File: src/design/acs_defines.svh
`ifndef ACS_DEFINES_SVH
`define ACS_DEFINES_SVH
`define ACS_OFF_CTRL1 8'h00
`define ACS_OFF_CTRL2 8'h04
`define ACS_OFF_CTRL3 8'h08
`define ACS_OFF_CTRL4 8'h0c
`define ACS_OFF_CH123 8'h10
`define ACS_OFF_CH0 8'h14
`define ACS_OFF_SCAN 8'h18
`define ACS_OFF_PIN_DIGITAL_SELECT 8'h1c
`define ACS_MASK_CTRL1 16'h1400
`define ACS_MASK_CTRL2 16'he73f
`define ACS_MASK_CTRL3 16'h9fff
`define ACS_MASK_CTRL4 16'h0007
`define ACS_MASK_CH123 16'h0707
`define ACS_MASK_CH0 16'h9f9f
`define ACS_MASK_PIN13 16'h1fff
`define ACS_RESET16 16'h0000
`define ACS_BIT_ORDER 12
`define ACS_BIT_12B 10
`define ACS_BIT_SCAN 10
`define ACS_BIT_FILL 7
`define ACS_BIT_SPLIT 1
`define ACS_BIT_ALT 0
`define ACS_BIT_RC 15
`define ACS_F_CHANNEL_COUNT_SELECT 9:8
`define ACS_F_CONVERSIONS_PER_INTERRUPT 5:2
`define ACS_F_AUTO_SAMPLE_TIME 12:8
`define ACS_F_CONV_CLOCK_DIVIDE 7:0
`define ACS_F_DMA_WORDS_PER_INPUT 2:0
`define ACS_F_CH0_POS_SELECT_A 4:0
`define ACS_F_CH0_POS_SELECT_B 12:8
`define ACS_BIT_CH0_NEG_SELECT_A 7
`define ACS_BIT_CH0_NEG_SELECT_B 15
`define ACS_BIT_CH123_POS_SELECT_A 0
`define ACS_F_CH123_NEG_SELECT_A 2:1
`define ACS_BIT_CH123_POS_SELECT_B 8
`define ACS_F_CH123_NEG_SELECT_B 10:9
`define ACS_DIV_MAX 8'h3f
`define ACS_HALF_BASE 4'h8
`define ACS_RESP_OKAY 2'b00
`define ACS_RESP_SLVERR 2'b10
`endif

File: src/design/acs_pkg.sv
`default_nettype none
package acs_pkg;
  typedef struct packed {
    logic neg;
    logic [4:0] pos;
  } acs_ch0_sel_t;
  typedef struct packed {
    logic [1:0] neg;
    logic pos;
  } acs_ch123_sel_t;
  typedef enum logic {samp_idle, samp_count} acs_samp_state_t;
endpackage : acs_pkg
`default_nettype wire

File: src/design/acs_tick_gen.sv
`include "acs_defines.svh"
`default_nettype none
module acs_tick_gen (
  input wire logic aclk, // System clock.
  input wire logic aresetn, // Synchronous reset, active low.
  input wire logic use_rc, // Take ticks from the RC clock.
  input wire logic rc_edge, // Synchronised RC clock rising edge.
  input wire logic [7:0] divide, // Divide field.
  output logic tick // One pulse per conversion clock period.
);
  logic [7:0] cnt;
  logic [7:0] period;

  // Reserved divide codes are clamped so the clock never runs slower than intended.
  assign period = (divide > `ACS_DIV_MAX) ? `ACS_DIV_MAX : divide;

  always_ff @(posedge aclk)
  begin
    if (!aresetn)
    begin
      cnt <= 8'h00;
      tick <= 1'b0;
    end
    else if (use_rc)
    begin
      cnt <= 8'h00;
      tick <= rc_edge;
    end
    else if (cnt >= period)
    begin
      cnt <= 8'h00;
      tick <= 1'b1;
    end
    else
    begin
      cnt <= cnt + 8'h01;
      tick <= 1'b0;
    end
  end
endmodule : acs_tick_gen
`default_nettype wire

File: src/design/acs_sequencer.sv
// The implementer's own choices: the register offsets and the AXI4-Lite slave port.
`include "acs_defines.svh"
`default_nettype none
module acs_sequencer #(
  parameter int NUM_INPUTS = 13,
  parameter logic [12:0] PIN_PRESENT = 13'h1fff
) (
  input wire logic aclk, // System clock, 125 MHz.
  input wire logic aresetn, // Synchronous reset, active low.
  input wire logic [7:0] awaddr, // Write address.
  input wire logic awvalid, // Write address valid.
  output logic awready, // Write address ready.
  input wire logic [31:0] wdata, // Write data.
  input wire logic [3:0] wstrb, // Write byte strobes.
  input wire logic wvalid, // Write data valid.
  output logic wready, // Write data ready.
  output logic [1:0] bresp, // Write response.
  output logic bvalid, // Write response valid.
  input wire logic bready, // Write response ready.
  input wire logic [7:0] araddr, // Read address.
  input wire logic arvalid, // Read address valid.
  output logic arready, // Read address ready.
  output logic [31:0] rdata, // Read data.
  output logic [1:0] rresp, // Read response.
  output logic rvalid, // Read data valid.
  input wire logic rready, // Read data ready.
  input wire logic conv_done, // Core finished one sample/conversion.
  input wire logic sample_start, // Core began sampling.
  input wire logic rc_clock_pin, // Internal RC clock, asynchronous.
  input wire logic converter_module_disable, // Converter powered off.
  output logic conv_clock_tick, // Conversion clock period pulse.
  output logic sample_end, // Auto-sample time elapsed.
  output logic sample_b_active, // Next sample uses B selects.
  output logic [1:0] channel_count, // Active sample/hold channels.
  output acs_pkg::acs_ch0_sel_t ch0_select, // Channel 0 mux selects.
  output acs_pkg::acs_ch123_sel_t ch123_select, // Channel 1-3 mux selects.
  output logic select_low_reference, // Convert low reference instead.
  output logic [3:0] buffer_addr, // Result buffer location.
  output logic [10:0] dma_addr, // DMA address offered.
  output logic dma_advance, // DMA address advances.
  output logic conv_event, // Conversion interrupt event.
  output logic [12:0] pin_digital // Pin digital, mux grounded.
);
  logic [15:0] ctrl1, ctrl2, ctrl3, ctrl4, ch123, ch0, scan, pin_digital_select;
  logic fill_half;
  logic [7:0] aw_addr_q;
  logic [31:0] w_data_q;
  logic [3:0] w_strb_q;
  logic aw_full, w_full;
  logic [31:0] rd_word;
  logic rc_meta, rc_sync, rc_last;
  logic [3:0] scan_ptr;
  logic [3:0] conv_cnt;
  logic [6:0] dma_ptr;
  logic [4:0] samp_cnt;
  acs_pkg::acs_samp_state_t samp_state;
  logic twelve;
  logic scan_on;
  logic [2:0] dma_shift;
  logic [6:0] dma_mask;
  logic [15:0] rd_ctrl2;
  logic [15:0] rd_ch123;

  assign twelve = ctrl1[`ACS_BIT_12B];
  assign scan_on = ctrl2[`ACS_BIT_SCAN];

  function automatic logic addr_mapped(input logic [7:0] a);
    case (a)
      `ACS_OFF_CTRL1, `ACS_OFF_CTRL2, `ACS_OFF_CTRL3, `ACS_OFF_CTRL4,
      `ACS_OFF_CH123, `ACS_OFF_CH0, `ACS_OFF_SCAN, `ACS_OFF_PIN_DIGITAL_SELECT: addr_mapped = 1'b1;
      default: addr_mapped = 1'b0;
    endcase
  endfunction : addr_mapped

  function automatic logic [15:0] merge(input logic [15:0] old, input logic [31:0] d,
                                        input logic [3:0] s, input logic [15:0] m);
    logic [15:0] lanes;
    lanes = {{8{s[1]}}, {8{s[0]}}};
    merge = ((old & ~lanes) | (d[15:0] & lanes)) & m;
  endfunction : merge

  function automatic logic [3:0] next_scan(input logic [3:0] p, input logic [15:0] en);
    logic [3:0] idx;
    logic found;
    idx = p;
    found = 1'b0;
    next_scan = p;
    for (int i = 1; i <= NUM_INPUTS; i++)
    begin
      idx = (idx == 4'(NUM_INPUTS - 1)) ? 4'h0 : idx + 4'h1;
      if (!found && en[idx])
      begin
        next_scan = idx;
        found = 1'b1;
      end
    end
  endfunction : next_scan

  // ----------------------------------------------------------------
  // Register bus
  // ----------------------------------------------------------------
  always_ff @(posedge aclk)
  begin
    if (!aresetn)
    begin
      awready <= 1'b1;
      wready <= 1'b1;
      aw_full <= 1'b0;
      w_full <= 1'b0;
      aw_addr_q <= 8'h00;
      w_data_q <= 32'h0000_0000;
      w_strb_q <= 4'h0;
      bvalid <= 1'b0;
      bresp <= `ACS_RESP_OKAY;
    end
    else
    begin
      if (awvalid && awready)
      begin
        aw_addr_q <= awaddr;
        aw_full <= 1'b1;
        awready <= 1'b0;
      end
      if (wvalid && wready)
      begin
        w_data_q <= wdata;
        w_strb_q <= wstrb;
        w_full <= 1'b1;
        wready <= 1'b0;
      end
      if (aw_full && w_full && !bvalid)
      begin
        bvalid <= 1'b1;
        bresp <= addr_mapped(aw_addr_q) ? `ACS_RESP_OKAY : `ACS_RESP_SLVERR;
      end
      if (bvalid && bready)
      begin
        bvalid <= 1'b0;
        aw_full <= 1'b0;
        w_full <= 1'b0;
        awready <= 1'b1;
        wready <= 1'b1;
      end
    end
  end

  // Writes land in the cycle the response is raised, masked to implemented bits.
  always_ff @(posedge aclk)
  begin
    if (!aresetn)
    begin
      ctrl1 <= `ACS_RESET16;
      ctrl2 <= `ACS_RESET16;
      ctrl3 <= `ACS_RESET16;
      ctrl4 <= `ACS_RESET16;
      ch123 <= `ACS_RESET16;
      ch0 <= `ACS_RESET16;
      scan <= `ACS_RESET16;
      pin_digital_select <= `ACS_RESET16;
    end
    else if (aw_full && w_full && !bvalid)
    begin
      case (aw_addr_q)
        `ACS_OFF_CTRL1: ctrl1 <= merge(ctrl1, w_data_q, w_strb_q, `ACS_MASK_CTRL1);
        `ACS_OFF_CTRL2: ctrl2 <= merge(ctrl2, w_data_q, w_strb_q, `ACS_MASK_CTRL2);
        `ACS_OFF_CTRL3: ctrl3 <= merge(ctrl3, w_data_q, w_strb_q, `ACS_MASK_CTRL3);
        `ACS_OFF_CTRL4: ctrl4 <= merge(ctrl4, w_data_q, w_strb_q, `ACS_MASK_CTRL4);
        `ACS_OFF_CH123: ch123 <= merge(ch123, w_data_q, w_strb_q, `ACS_MASK_CH123);
        `ACS_OFF_CH0: ch0 <= merge(ch0, w_data_q, w_strb_q, `ACS_MASK_CH0);
        `ACS_OFF_SCAN: scan <= merge(scan, w_data_q, w_strb_q, `ACS_MASK_PIN13);
        `ACS_OFF_PIN_DIGITAL_SELECT: pin_digital_select <= merge(pin_digital_select, w_data_q, w_strb_q, `ACS_MASK_PIN13);
        default: ctrl1 <= ctrl1;
      endcase
    end
  end

  always_comb
  begin
    rd_ctrl2 = ctrl2;
    rd_ctrl2[`ACS_BIT_FILL] = fill_half;
    if (twelve)
    begin
      rd_ctrl2[`ACS_F_CHANNEL_COUNT_SELECT] = 2'b00;
    end
    rd_ch123 = twelve ? `ACS_RESET16 : ch123;
    case (araddr)
      `ACS_OFF_CTRL1: rd_word = {16'h0000, ctrl1};
      `ACS_OFF_CTRL2: rd_word = {16'h0000, rd_ctrl2};
      `ACS_OFF_CTRL3: rd_word = {16'h0000, ctrl3};
      `ACS_OFF_CTRL4: rd_word = {16'h0000, ctrl4};
      `ACS_OFF_CH123: rd_word = {16'h0000, rd_ch123};
      `ACS_OFF_CH0: rd_word = {16'h0000, ch0};
      `ACS_OFF_SCAN: rd_word = {16'h0000, scan};
      `ACS_OFF_PIN_DIGITAL_SELECT: rd_word = {16'h0000, pin_digital_select};
      default: rd_word = 32'h0000_0000;
    endcase
  end

  always_ff @(posedge aclk)
  begin
    if (!aresetn)
    begin
      arready <= 1'b1;
      rvalid <= 1'b0;
      rdata <= 32'h0000_0000;
      rresp <= `ACS_RESP_OKAY;
    end
    else if (arvalid && arready)
    begin
      arready <= 1'b0;
      rvalid <= 1'b1;
      rdata <= rd_word;
      rresp <= addr_mapped(araddr) ? `ACS_RESP_OKAY : `ACS_RESP_SLVERR;
    end
    else if (rvalid && rready)
    begin
      rvalid <= 1'b0;
      arready <= 1'b1;
    end
  end

  // ----------------------------------------------------------------
  // Conversion clock and auto-sample timer
  // ----------------------------------------------------------------
  always_ff @(posedge aclk)
  begin
    if (!aresetn)
    begin
      rc_meta <= 1'b0;
      rc_sync <= 1'b0;
      rc_last <= 1'b0;
    end
    else
    begin
      rc_meta <= rc_clock_pin;
      rc_sync <= rc_meta;
      rc_last <= rc_sync;
    end
  end

  acs_tick_gen u_tick (
    .aclk(aclk),
    .aresetn(aresetn),
    .use_rc(ctrl3[`ACS_BIT_RC]),
    .rc_edge(rc_sync && !rc_last),
    .divide(ctrl3[`ACS_F_CONV_CLOCK_DIVIDE]),
    .tick(conv_clock_tick)
  );

  always_ff @(posedge aclk)
  begin
    if (!aresetn)
    begin
      samp_state <= acs_pkg::samp_idle;
      samp_cnt <= 5'h00;
      sample_end <= 1'b0;
    end
    else
    begin
      sample_end <= 1'b0;
      case (samp_state)
        acs_pkg::samp_idle:
        begin
          samp_cnt <= 5'h00;
          if (sample_start)
          begin
            samp_state <= acs_pkg::samp_count;
          end
        end
        acs_pkg::samp_count:
        begin
          if (samp_cnt == ctrl3[`ACS_F_AUTO_SAMPLE_TIME])
          begin
            sample_end <= 1'b1;
            samp_state <= acs_pkg::samp_idle;
          end
          else if (conv_clock_tick)
          begin
            samp_cnt <= samp_cnt + 5'h01;
          end
        end
        default: samp_state <= acs_pkg::samp_idle;
      endcase
    end
  end

  // ----------------------------------------------------------------
  // Sequencing and buffer addressing
  // ----------------------------------------------------------------
  assign dma_shift = (ctrl4[`ACS_F_DMA_WORDS_PER_INPUT] == 3'b000) ? 3'b001 : ctrl4[`ACS_F_DMA_WORDS_PER_INPUT];
  assign dma_mask = 7'((8'h01 << dma_shift) - 8'h01);

  always_ff @(posedge aclk)
  begin
    if (!aresetn)
    begin
      sample_b_active <= 1'b0;
      scan_ptr <= 4'h0;
      conv_cnt <= 4'h0;
      fill_half <= 1'b0;
      dma_ptr <= 7'h00;
      conv_event <= 1'b0;
      dma_advance <= 1'b0;
      dma_addr <= 11'h000;
    end
    else
    begin
      conv_event <= 1'b0;
      dma_advance <= 1'b0;
      if (conv_done)
      begin
        sample_b_active <= ctrl2[`ACS_BIT_ALT] ? !sample_b_active : 1'b0;
        if (scan_on && !sample_b_active)
        begin
          scan_ptr <= next_scan(scan_ptr, scan);
        end
        if (conv_cnt == ctrl2[`ACS_F_CONVERSIONS_PER_INTERRUPT])
        begin
          conv_cnt <= 4'h0;
          conv_event <= 1'b1;
          dma_advance <= 1'b1;
          dma_ptr <= (dma_ptr + 7'h01) & dma_mask;
          if (ctrl2[`ACS_BIT_SPLIT])
          begin
            fill_half <= !fill_half;
          end
          if (ctrl1[`ACS_BIT_ORDER])
          begin
            dma_addr <= {7'h00, buffer_addr};
          end
          else
          begin
            dma_addr <= 11'({7'h00, ch0_select.pos[3:0]} << dma_shift) | {4'h0, dma_ptr};
          end
        end
        else
        begin
          conv_cnt <= conv_cnt + 4'h1;
        end
      end
    end
  end

  always_ff @(posedge aclk)
  begin
    if (!aresetn)
    begin
      ch0_select <= '0;
      ch123_select <= '0;
      select_low_reference <= 1'b0;
      buffer_addr <= 4'h0;
      channel_count <= 2'b00;
      pin_digital <= 13'h0000;
    end
    else
    begin
      if (sample_b_active)
      begin
        ch0_select.pos <= ch0[`ACS_F_CH0_POS_SELECT_B];
        ch0_select.neg <= ch0[`ACS_BIT_CH0_NEG_SELECT_B];
        ch123_select.neg <= twelve ? 2'b00 : ch123[`ACS_F_CH123_NEG_SELECT_B];
        ch123_select.pos <= twelve ? 1'b0 : ch123[`ACS_BIT_CH123_POS_SELECT_B];
      end
      else
      begin
        ch0_select.pos <= scan_on ? {1'b0, scan_ptr} : ch0[`ACS_F_CH0_POS_SELECT_A];
        ch0_select.neg <= ch0[`ACS_BIT_CH0_NEG_SELECT_A];
        ch123_select.neg <= twelve ? 2'b00 : ch123[`ACS_F_CH123_NEG_SELECT_A];
        ch123_select.pos <= twelve ? 1'b0 : ch123[`ACS_BIT_CH123_POS_SELECT_A];
      end
      select_low_reference <= scan_on && !sample_b_active && !PIN_PRESENT[scan_ptr];
      buffer_addr <= ((ctrl2[`ACS_BIT_SPLIT] && fill_half) ? `ACS_HALF_BASE : 4'h0)
                     + conv_cnt;
      channel_count <= twelve ? 2'b00 : ctrl2[`ACS_F_CHANNEL_COUNT_SELECT];
      pin_digital <= converter_module_disable ? 13'h1fff : pin_digital_select[12:0];
    end
  end
endmodule : acs_sequencer
`default_nettype wire

File: config.mk
export PLATFORM = sky130hd
export DESIGN_NAME = acs_sequencer
export DESIGN_NICKNAME = d
export VERILOG_FILES = /design/src/design/acs_pkg.sv /design/src/design/acs_tick_gen.sv /design/src/design/acs_sequencer.sv
export VERILOG_INCLUDE_DIRS = /design/src /design/src/design
export SDC_FILE = /design/constraint.sdc
export NUM_CORES = 1
export LEC_CHECK = 0
export ABC_AREA = 0
export BUFFER_PORTS_ARGS = -buffer_cell sky130_fd_sc_hd__buf_2
export CORE_MARGIN = 2
export CORE_UTILIZATION = 30
export CTS_CLUSTER_SIZE = 24
export DETAILED_ROUTE_END_ITERATION = 7
export HOLD_SLACK_MARGIN = 0.02
export PLACE_DENSITY = 0.58
export SYNTH_ARGS = -nofsm -noshare
export SYNTH_HDL_FRONTEND = slang
export SYNTH_SLANG_ARGS = --single-unit
File: constraint.sdc
create_clock -name aclk -period 15.55 [get_ports aclk]
set_input_delay 0.7775 -clock aclk [delete_from_list [all_inputs] [get_ports aclk]]
set_output_delay 0.7775 -clock aclk [all_outputs]
set_load 0.01 [all_outputs]
# After elaboration in Yosys (flattened, before gate mapping)
# Memories as Yosys holds them, arrays and structs flattened. A register that Yosys moved wholly into a read port is not among the register bits.
# Cells that the tools add are included.
# Widths: inputs -> output; s select.
# totals
out_inout_bits	86
rom_bits	80
ff_bits	221
input_bits	63
memories	3
elab_cells	344
# mem_list
name	depth	width	read_ports	rd_clocked_by_memory_dff	wr	line	rtl
(no name shown)	32	1	1	0	0	acs_sequencer.sv:68	case (a)
(no name shown)	32	1	1	1	0	acs_sequencer.sv:68	
(no name shown)	16	1	1	1	0	acs_sequencer.sv:371	select_low_reference <= scan_on && !sample_b_active && !PIN_PRESENT[scan_ptr];
# op_classes
n_addsub	19
eq_ne	31
mux	144
order_cmp	16
n_bitwise	22
n_reduce_logical	63
n_shift	2
# op_table
operator	count
$pmux 16 s8	1
$mux 4	30
$mux 1	81
$lt 4x5->1 const B	14
$and 16x16->16	4
$eq 8x5->1 const B	8
$add 4x1->4 const B	14
$bmux 1 s4	13
$eq 4x4->1 const B	13
$or 16x16->16	3
$and 13x13->13	3
$or 13x13->13	3
$eq 8x4->1 const B	4
$mux 5	5
$reduce_and 2->1	12
$logic_and 1x1->1	23
$mux 11	2
$logic_not 1->1	17
$eq 8x3->1 const B	2
$logic_not 8->1	2
$not 16->16	1
$mux 13	1
$reduce_bool 13->1	1
$and 11x11->11	1
30 further kinds	39

# Longest topological paths before layout
# Gate-level depths: netlist of run 1.
# logic_depth
ltp_word	80
depth_mapped	60
depth_no_buf	55

# Cells and area by module
# A second synthesis of run 1 with hierarchy kept.
# unflattened
cells_unflattened	1627
area_unflattened_um2	13108.8
# modules_own_cells
module	n_inst	seq_area_each_um2	cells_per_inst	area_per_inst_um2
acs_sequencer	1	3883.7	1563	12528.3
acs_tick_gen	1	180.2	64	580.6

# Worst setup path after synthesis of run 1
# OpenSTA, ideal clock, no wires.
# synth_timing
path_type	register to register
from	register scan_ptr[0]
to	register scan_ptr[1]
path_slack_ps	3725
path_stages_with_launch	60
arrival_ps	11737
setup_ps	88
path_buffers	4
period_less_slack_ps	11825
t_required_ps	15462
path_cell_list	dfxtp_1 -> inv_1 -> ha_1 -> a31o_2 -> ha_1 -> a31oi_4 -> inv_1 -> ha_1 -> inv_1 -> nor3_2 -> a21oi_4 -> inv_2 -> ha_1 -> a21oi_2 -> inv_1 -> ha_1 -> nand3_1 -> a211o_1 -> [... 24 more ...] -> ha_1 -> inv_1 -> a21oi_2 -> a21oi_1 -> inv_2 -> ha_1 -> a31oi_1 -> clkbuf_1 -> inv_2 -> ha_1 -> nand3_1 -> o22ai_4 -> a21oi_2 -> mux4_2 -> a211oi_2 -> a31oi_1 -> o31a_1 -> o32ai_2
# synth_via
elab_chain_len	78
word_cells_on_any_way	152
cone_classes	add/sub (13); eq/ne (13); mux (100); reduce/logical (26)
# synth_rtl
element	line	rtl
start, declared	acs_sequencer.sv:52	logic [3:0] scan_ptr;
start signal, assigned	acs_sequencer.sv:315	scan_ptr <= next_scan(scan_ptr, scan);
$add 4x1->4 / $eq 4x4->1 (equally long branches)	acs_sequencer.sv:90	idx = (idx == 4'(NUM_INPUTS - 1)) ? 4'h0 : idx + 4'h1;
$mux 4 (*)	acs_sequencer.sv:90	
parallel branches: the longest is 76 deep, another holds $add 4x1->4	n/a	
# Mark *: on every way between the ends. The select of a mux whose other input is x is not followed.
# A chain may end at the register's enable or synchronous reset.

# Worst setup path in the final report of run 1
# Ends and elaborated chain as after synthesis.

==> metrics.yaml, run 1 <==
timing:
  period_needed_ns: 13.74
  hold_viol_final: 0
  clock.fmax_mhz: 72.8
  period_share: 0.884
  rsz0062_at_grt: "false"
  whs_ns: 0.447
  slew_viol_final: 0
  finClkSkew_ns: 0.00950
  slew_headroom: 0.173
  setup_viol: 0
  max_slew.worst_pin.slew_ns: 1.23
  setup_ws_ns: 1.81
  fin_setup_tns_ns: 0
logic_synthesis:
  avgSynthCellArea_um2: 8.37
  post-synth-top-count-cell: "nor2_1"
  synth_common_cells: "nor2_1 (240), dfxtp_1 (203), mux2i_1 (135)"
  synth_seq_area_share: 0.318
  synth_area_leaders: "dfxtp_1 (32%), mux2i_1 (11%), nor2_1 (7.1%), a21oi_1 (4.4%), mux4_2 (4.2%)"
  synthesis.area_mm2: 0.0128
  synth-seq-cells: 203
  async_flop_share: 0
  synth_edf_count: 0
  yosysWarnings: 0
  synth_top_cell_area_share: 0.318
  syn_inst: 1526
  synth_top_area_cell: "dfxtp_1"
  synth.distinct_cells: 102
  ys.flop_type: "dfxtp_1"
die:
  design.die.area_mm2: 0.0442
  die_h_um: 210
  rows: 75
  num_io_pins: 149
  die_w_um: 210
  initial_utilization: 0.304
  core_mm2: 0.0419
cts:
  cts.sinks: 203
  cts_buffers: 22
  htree_levels: 1
  clkLatencyLatePin_ns: 0.51
  hold_buffers: 0
  clk_pin_slew_worst_paths_ns: 0.06
  cts_setup_buffers: 0
  cts-root-buf: "clkbuf_16"
  cts_tree: "yes"
  clk_path_buf_depth: 3
  cts_resized: 0
routing:
  drt_pass1_iterations: 8
  drt_iter0_drc: 817
  wire_per_inst_um: 18.4
  ant_nets: 0
  vias: 11500
  drc: 0
  wirelength_mm: 39.1
  viasPerCell: 5.43
worst_setup_path:
  crit_top_cell: "ha_1"
  cp-start-kind: "flop"
  critPathCaptureType: "flop"
  critPathKind: "reg -> reg"
  reg2regPathDepth: 57
  r2r_setup_slack_ns: 1.81
  rr_endpoint: "scan_ptr[1]"
  cp.required_ns: 15.98
  critical_path.max_stage_delay_ns: 0.57
  arrival_ns: 14.17
  cp_max_fo: 12
  r2r-start: "scan_ptr[0]"
  critPathSlowestCell: "dfxtp_1"
global_route:
  grt_pass1_vias: 10900
  top_usage_layer: "met2"
  globalRouteTotalUtil: 0.173
  grt_overflow_total: 0
  use_met2: 0.301
  antenna_found_initial: 0
  grt_max_degree: 77
  grt_pass1_wl_mm: 62.0
  use_met3: 0.0177
  use_met1: 0.231
finish:
  layout-drive-gt1-share: 0.160
  antenna_cells: 0
  area_delta_synth_final_pct: 12.1
  nFillCells: 4408
  final_nets: 1675
flow_run:
  drv_cap: 0
hold_path:
  min_path_type: "reg -> reg"
  min_from: "rc_meta"
  hold_depth: 1
  worst_hold_path.endpoint: "rc_sync"
power:
  peakVddDrop_uv: 84.6
  power_density_mw_per_mm2: 78.3
  power_leakage_uw: 0.00568
place:
  post-dp-hpwl_mm: 28.3
  post-place-ws_ns: 1.99
  io_buffers: 111
  place.gp.congestion: 0.873
outcome:
  run_status: "completed"
[area by class of cell]
class                           count  area, um^2  share of cell area
Multi-Input combinational cell   1181        8080               0.564
Sequential cell                   203        4060               0.284
Tap cell                          539         674              0.0471
Clock buffer                       31         646              0.0451
Timing Repair Buffer              119         616              0.0430
Inverter                           47         179              0.0125
Clock inverter                      6        58.8             0.00411
[metal layers]
layer / routed length, um / up-vias
met3: 2280 / 40
met4: 633 / 0
met5: 0 / -
met1: 17300 / 5565
li1: - / 5556
met2: 18800 / 388
[power breakdown]
group	switching [uW]	internal (uW)	total, uW
registers	13.7	532	546
logic	39.0	19.9	58.9
clock network	212	305	517
[worst max path at each step]
stage	slack, ns	cells after the start	end	startpoint
finish	1.81	57	scan_ptr[1]	scan_ptr[0]
global route	0.56	57	scan_ptr[1]	scan_ptr[0]
CTS	1.88	57	scan_ptr[1]	scan_ptr[0]
detailed placement	1.99	57	scan_ptr[1]	scan_ptr[0]
global placement	2.19	57	scan_ptr[1]	scan_ptr[0]
floorplan	3.72	59	scan_ptr[1]	scan_ptr[0]
[cells in the final DEF (no fill, tap or decap), types with 16 or more instances in the layout]
cell type / netlist / routed
nor3_1: 37 / 37
mux4_2: 24 / 24
nand2_1: 114 / 114
buf_2: 6 / 111
inv_1: 40 / 40
nand3_1: 45 / 45
nand2b_1: 24 / 24
mux2i_1: 135 / 135
conb_1: 2 / 21
mux2_2: 21 / 21
ha_1: 38 / 38
dfxtp_1: 203 / 203
nand3b_1: 16 / 16
nor2_1: 240 / 240
a22oi_1: 16 / 16
and2_1: 22 / 22
o21ai_0: 55 / 55
a21oi_1: 111 / 111
clkbuf_16: 0 / 23
[logic make-up (layout without fill, tap and decap cells)]
group | count (synthesis) | after routing | synth area share
and+or+nand+nor | 566 | 566 | 0.209
AOI/OAI and AO/OA | 350 | 350 | 0.193
DFF | 203 | 203 | 0.318
muxes | 181 | 181 | 0.168
buffers and inverters | 161 | 203 | 0.0550
adders and majority gates | 38 | 38 | 0.0372
xor gates and xnor gates | 25 | 25 | 0.0186
other | 2 | 21 | 0.000588
[worst max-delay path: cells and delay by family, from the launching register on]
family | cells | cell delay [ns]
fa+ha+maj | 13 | 3.78
flops | 1 | 0.57
compound gates | 20 | 5.35
simple gates | 5 | 0.86
buf+inv | 18 | 2.56
mux | 1 | 0.53
[through the flow]
stage | utilization | area [um^2] | total power, uW | std cells
floorplan | - | 12800 | 592 | 1545
global placement | 0.324 | 13600 | 615 | 2089
detailed placement | 0.324 | 13600 | 616 | 2089
CTS | 0.341 | 14300 | 1130 | 2126
global route | 0.341 | 14300 | 1160 | 2126
finish | 0.341 | 14300 | 1120 | 2126
Power figures use the tool's default switching activity.
==> run 2, diff against run 1 <==
--- a/config.mk
+++ b/config.mk
@@ -9,11 +9,11 @@
 export ABC_AREA = 0
 export BUFFER_PORTS_ARGS = -buffer_cell sky130_fd_sc_hd__buf_2
 export CORE_MARGIN = 2
-export CORE_UTILIZATION = 30
+export CORE_UTILIZATION = 25
 export CTS_CLUSTER_SIZE = 24
 export DETAILED_ROUTE_END_ITERATION = 7
 export HOLD_SLACK_MARGIN = 0.02
-export PLACE_DENSITY = 0.58
+export PLACE_DENSITY = 0.52
 export SYNTH_ARGS = -nofsm -noshare
 export SYNTH_HDL_FRONTEND = slang
 export SYNTH_SLANG_ARGS = --single-unit
==> run 2 against run 1 <==
Sequential power about the same. Core utilization fell by 5.3 points. Register-to-register slack worse by 0.54 ns. Clock power barely moved.
==> metrics.yaml, run 2 (synthesized netlist as in run 1, its figures left out) <==
die:
  design.die.area_mm2: 0.0529
  rows: 82
  die_h_um: 230
  core_mm2: 0.0503
  num_io_pins: 149
  initial_utilization: 0.254
  die_w_um: 230
timing:
  period_share: 0.918
  whs_ns: 0.438
  rsz0062_at_grt: "false"
  setup_viol: 0
  hold_viol_final: 0
  period_needed_ns: 14.28
  finClkSkew_ns: 0.00893
  max_slew.worst_pin.slew_ns: 1.33
  clock.fmax_mhz: 70.0
  fin_setup_tns_ns: 0
  setup_ws_ns: 1.27
  slew_headroom: 0.107
  slew_viol_final: 0
worst_setup_path:
  rr_endpoint: "scan_ptr[1]"
  r2r_setup_slack_ns: 1.27
  cp_num_buf_inv: 17
  arrival_ns: 14.70
  critPathSlowestCell: "a31oi_1"
  r2r-start: "scan_ptr[0]"
  critical-path-top-delay-family: "compound AO/OA/AOI/OAI gates"
  crit_top_cell: "ha_1"
  reg2regPathDepth: 56
  cp-start-kind: "flop"
  cp.required_ns: 15.97
  critical_path.max_stage_delay_ns: 0.80
  cp_max_fo: 12
  critPathCaptureType: "flop"
  critPathKind: "reg -> reg"
global_route:
  antenna_found_initial: 3
  grt_pass1_wl_mm: 64.6
  globalRouteTotalUtil: 0.151
  grt_max_degree: 85
  grt_pass1_vias: 11200
  grt_overflow_total: 0
cts:
  cts_buffers: 22
  cts_resized: 0
  clk_pin_slew_worst_paths_ns: 0.06
  hold_buffers: 0
  cts_tree: "yes"
  clk_path_buf_depth: 3
  cts.sinks: 203
  clkLatencyLatePin_ns: 0.51
  cts_setup_buffers: 0
  htree_levels: 1
  cts-root-buf: "clkbuf_16"
power:
  power_density_mw_per_mm2: 77.6
  peakVddDrop_uv: 77.4
  power_leakage_uw: 0.00569
routing:
  drc: 0
  ant_nets: 0
  drt_iter0_drc: 861
  wirelength_mm: 40.5
  vias: 11400
  viasPerCell: 5.05
  wire_per_inst_um: 17.9
  drt_pass1_iterations: 6
flow_run:
  drv_cap: 0
place:
  place.gp.congestion: 0.853
  io_buffers: 111
  post-place-ws_ns: 1.45
  post-dp-hpwl_mm: 29.5
outcome:
  run_status: "completed"
finish:
  layout-drive-gt1-share: 0.162
  final_cell_mix: "nor2_1 (240), dfxtp_1 (203), mux2i_1 (135)"
  final_nets: 1676
  mostFrequentLayoutCell: "nor2_1"
  area_delta_synth_final_pct: 13.6
hold_path:
  min_from: "rc_meta"
  hold_depth: 1
  worst_hold_path.endpoint: "rc_sync"
  min_path_type: "reg -> reg"
run 2: changes by cell type in the layout (fill, tap and decap cells not counted), sizes merged:
cell   before  now
diode       0    1
buf       119  120
inv        47   48
run 2: per-layer routing:
metal | vias to the layer above | routed length (um) | GRT usage
met4 | 2 | 745 | 0.0359
met1 | 5498 | 18300 | 0.200
met5 | - | 13 | 0
met3 | 47 | 2230 | 0.0207
li1 | 5553 | - | -
met2 | 318 | 19200 | 0.257
run 2: final cells by class:
cell class	count	area (um^2)
diodes	1	2.50
flip-flops and latches	203	4060
clock buffers	31	646
inverters	47	179
fillers	5447	35800
multi-input cells	1181	8080
repair buffers	120	623
well taps	672	841
clock inverters	7	70.1
run 2: worst max-delay path by stage:
stage | end | from | slack [ns] | cells past startpoint
final | scan_ptr[1] | scan_ptr[0] | 1.27 | 56
after global routing | scan_ptr[1] | scan_ptr[0] | 0.13 | 56
after CTS | scan_ptr[1] | scan_ptr[0] | 1.36 | 56
after detailed placement | scan_ptr[1] | scan_ptr[0] | 1.45 | 56
after global placement | scan_ptr[1] | scan_ptr[0] | 1.63 | 56
after floorplan | scan_ptr[1] | scan_ptr[0] | 3.72 | 59
run 2: report_power, final:
group | switching (uW) | total (uW) | internal [uW]
Sequential | 13.7 | 546 | 532
Combinational | 39.4 | 59.3 | 19.9
Clock | 214 | 520 | 307
Total | 267 | 1130 | 858
run 2: stage by stage:
step           std cells  total power [uW]  instance area [um^2]   util
5_1_grt             2261              1170                 14500  0.289
3_3_place_gp        2223               617                 13800  0.274
2_1_floorplan       1545               592                 12800      -
4_1_cts             2261              1140                 14500  0.289
6_report            2262              1130                 14500  0.289
3_5_place_dp        2223               617                 13800  0.274
==> run 3, diff against run 2 <==
--- a/config.mk
+++ b/config.mk
@@ -16,4 +16,5 @@
 export PLACE_DENSITY = 0.52
 export SYNTH_ARGS = -nofsm -noshare
 export SYNTH_HDL_FRONTEND = slang
+export SYNTH_HIERARCHICAL = 1
 export SYNTH_SLANG_ARGS = --single-unit
==> run 3 against run 2 <==
First-iteration DRC count down 4.5%. Combinational power is 9.8% lower. Clock power rose by 3%. Maximum frequency grew 8.5%. Clock skew rose by 0.011 ns. Area after synthesis rose by 2.7%. Worst setup slack improved by 1.1 ns. Critical path depth shrank 10. Sequential share of layout area decreased by 0.65 points. Wire length grew 5.4%. Worst hold slack lost 0.0057 ns. Critical endpoint unchanged. Largest power group unchanged.
==> metrics.yaml, run 3 <==
global_route:
  use_met2: 0.258
  grt_overflow_total: 0
  antenna_found_initial: 2
  grt_max_degree: 106
  grt_pass1_vias: 11800
  globalRouteTotalUtil: 0.154
  grt_pass1_wl_mm: 67.3
  use_met1: 0.201
  top_usage_layer: "met2"
  use_met3: 0.0199
worst_setup_path:
  cp-start-kind: "flop"
  cp.required_ns: 15.97
  critPathCaptureType: "flop"
  r2r-start: "scan_ptr[0]"
  r2r_setup_slack_ns: 2.39
  cp_max_fo: 17
  critical_path.max_stage_delay_ns: 0.71
  rr_endpoint: "scan_ptr[1]"
  critPathKind: "reg -> reg"
  critPathSlowestCell: "ha_1"
  arrival_ns: 13.58
  reg2regPathDepth: 46
  crit_top_cell: "ha_1"
routing:
  wire_per_inst_um: 18.0
  vias: 12400
  viasPerCell: 5.24
  ant_nets: 0
  drt_pass1_iterations: 7
  drt_iter0_drc: 822
  wirelength_mm: 42.7
  drc: 0
die:
  die_h_um: 233
  core_mm2: 0.0516
  initial_utilization: 0.254
  num_io_pins: 149
  design.die.area_mm2: 0.0543
  die_w_um: 233
  rows: 83
cts:
  cts-root-buf: "clkbuf_16"
  hold_buffers: 0
  cts_tree: "yes"
  cts.sinks: 203
  cts_setup_buffers: 0
  clk_path_buf_depth: 3
  cts_resized: 0
  htree_levels: 1
  clkLatencyLatePin_ns: 0.52
  cts_buffers: 21
  clk_pin_slew_worst_paths_ns: 0.06
timing:
  period_share: 0.846
  fin_setup_tns_ns: 0
  finClkSkew_ns: 0.0198
  rsz0062_at_grt: "false"
  max_slew.worst_pin.slew_ns: 1.17
  clock.fmax_mhz: 76.0
  slew_viol_final: 0
  hold_viol_final: 0
  setup_viol: 0
  period_needed_ns: 13.16
  slew_headroom: 0.214
outcome:
  run_status: "completed"
power:
  p_seq_frac: 0.480
  pwr-share-comb: 0.047
  peakVddDrop_uv: 88.1
  p_switching_uw: 262
  power_leakage_uw: 0.00572
  p_clk_frac: 0.473
  p_int_uw: 866
  power_density_mw_per_mm2: 75.9
  p_sw_frac: 0.232
logic_synthesis:
  synth_common_cells: "nor2_1 (265), dfxtp_1 (203), nand2_1 (145)"
  synth_edf_count: 0
  synth-seq-cells: 203
  synth_area_leaders: "dfxtp_1 (31%), mux2i_1 (9.8%), nor2_1 (7.6%), a21oi_1 (5.0%), nand2_1 (4.2%)"
  avgSynthCellArea_um2: 8.06
  syn_inst: 1627
  synthesis.area_mm2: 0.0131
  synth_seq_area_share: 0.310
  yosysWarnings: 6
  post-synth-top-count-cell: "nor2_1"
  async_flop_share: 0
  synth_top_area_cell: "dfxtp_1"
  synth.distinct_cells: 107
  synth_top_cell_area_share: 0.310
  ys.flop_type: "dfxtp_1"
finish:
  finalNonFillerCells: 2369
  nFillCells: 5513
  final_nets: 1766
  mostFrequentLayoutCell: "nor2_1"
  layout-drive-gt1-share: 0.142
  final_cell_mix: "nor2_1 (265), dfxtp_1 (203), nand2_1 (145)"
  area_delta_synth_final_pct: 13.3
hold_path:
  worst_hold_path.endpoint: "bresp[1]"
  min_path_type: "reg -> reg"
  hold_depth: 1
place:
  dp.cells: 2330
  place.gp.congestion: 0.856
  io_buffers: 111
  post-dp-hpwl_mm: 31.4
flow_run:
  drv_cap: 0
## run 3: worst max-delay path, delay by kind of cell, from the launching register on
| family | cells | cell delay (ns) |
|---|---|---|
| flip-flops | 1 | 0.57 |
| adder cells (fa/ha/maj) | 9 | 3.98 |
| AND/OR/NAND/NOR | 10 | 2.08 |
| AO/OA/AOI/OAI | 17 | 4.56 |
| buffers and inverters | 10 | 1.86 |
## run 3: area by class of cell
type,count,area [um^2],share of cell area
Clock inverter,10,136,0.00918
Inverter,48,184,0.0124
Sequential cell,203,4060,0.274
Multi-Input combinational cell,1280,8410,0.566
Antenna cell,1,2.50,0.000169
Timing Repair Buffer,119,616,0.0415
Clock buffer,28,592,0.0399
Tap cell,680,851,0.0573
## run 3: worst max-delay path by stage
stage	start	to	cells past startpoint
floorplan	scan_ptr[0]	scan_ptr[0]	55
global placement	scan_ptr[0]	scan_ptr[0]	47
detailed placement	scan_ptr[0]	scan_ptr[0]	47
CTS	scan_ptr[0]	scan_ptr[1]	47
global route	scan_ptr[0]	scan_ptr[0]	46
finish	scan_ptr[0]	scan_ptr[1]	46
## run 3: kinds of logic after synthesis
| group | share of synthesized area |
|---|---|
| AND/OR/NAND/NOR | 0.216 |
| AO/OA/AOI/OAI | 0.220 |
| flip-flops | 0.310 |
| multiplexers | 0.143 |
| buffers and inverters | 0.0542 |
| XOR/XNOR | 0.0283 |
| adder cells (fa/ha/maj) | 0.0286 |
| other | 0.000859 |
## run 3: power by group through the flow
stage,Clock (uW),Combinational (uW),Sequential [uW]
2_1_floorplan,0,37.1,549
3_3_place_gp,0,53.5,552
3_5_place_dp,0,54.1,553
4_1_cts,546,54.2,541
5_1_grt,563,60.3,542
6_report,533,53.5,541
## run 3: through the flow
step	total power [uW]	hold WS (ns)	setup slack [ns]	instance area, um^2	util
3_5_place_dp	607	0.422	2.64	14100	0.274
6_report	1130	0.433	2.39	14900	0.288
5_1_grt	1170	0.459	1.49	14800	0.288
4_1_cts	1140	0.434	2.61	14800	0.288
3_3_place_gp	606	0.418	2.81	14100	0.274
2_1_floorplan	586	0.406	4.77	13200	-
## run 3: metal layers
metal  share of wire  up-vias
met3           0.060       78
met5         0.00030        -
li1                -     5972
met2            0.47      419
met1            0.44     5931
met4           0.036        2
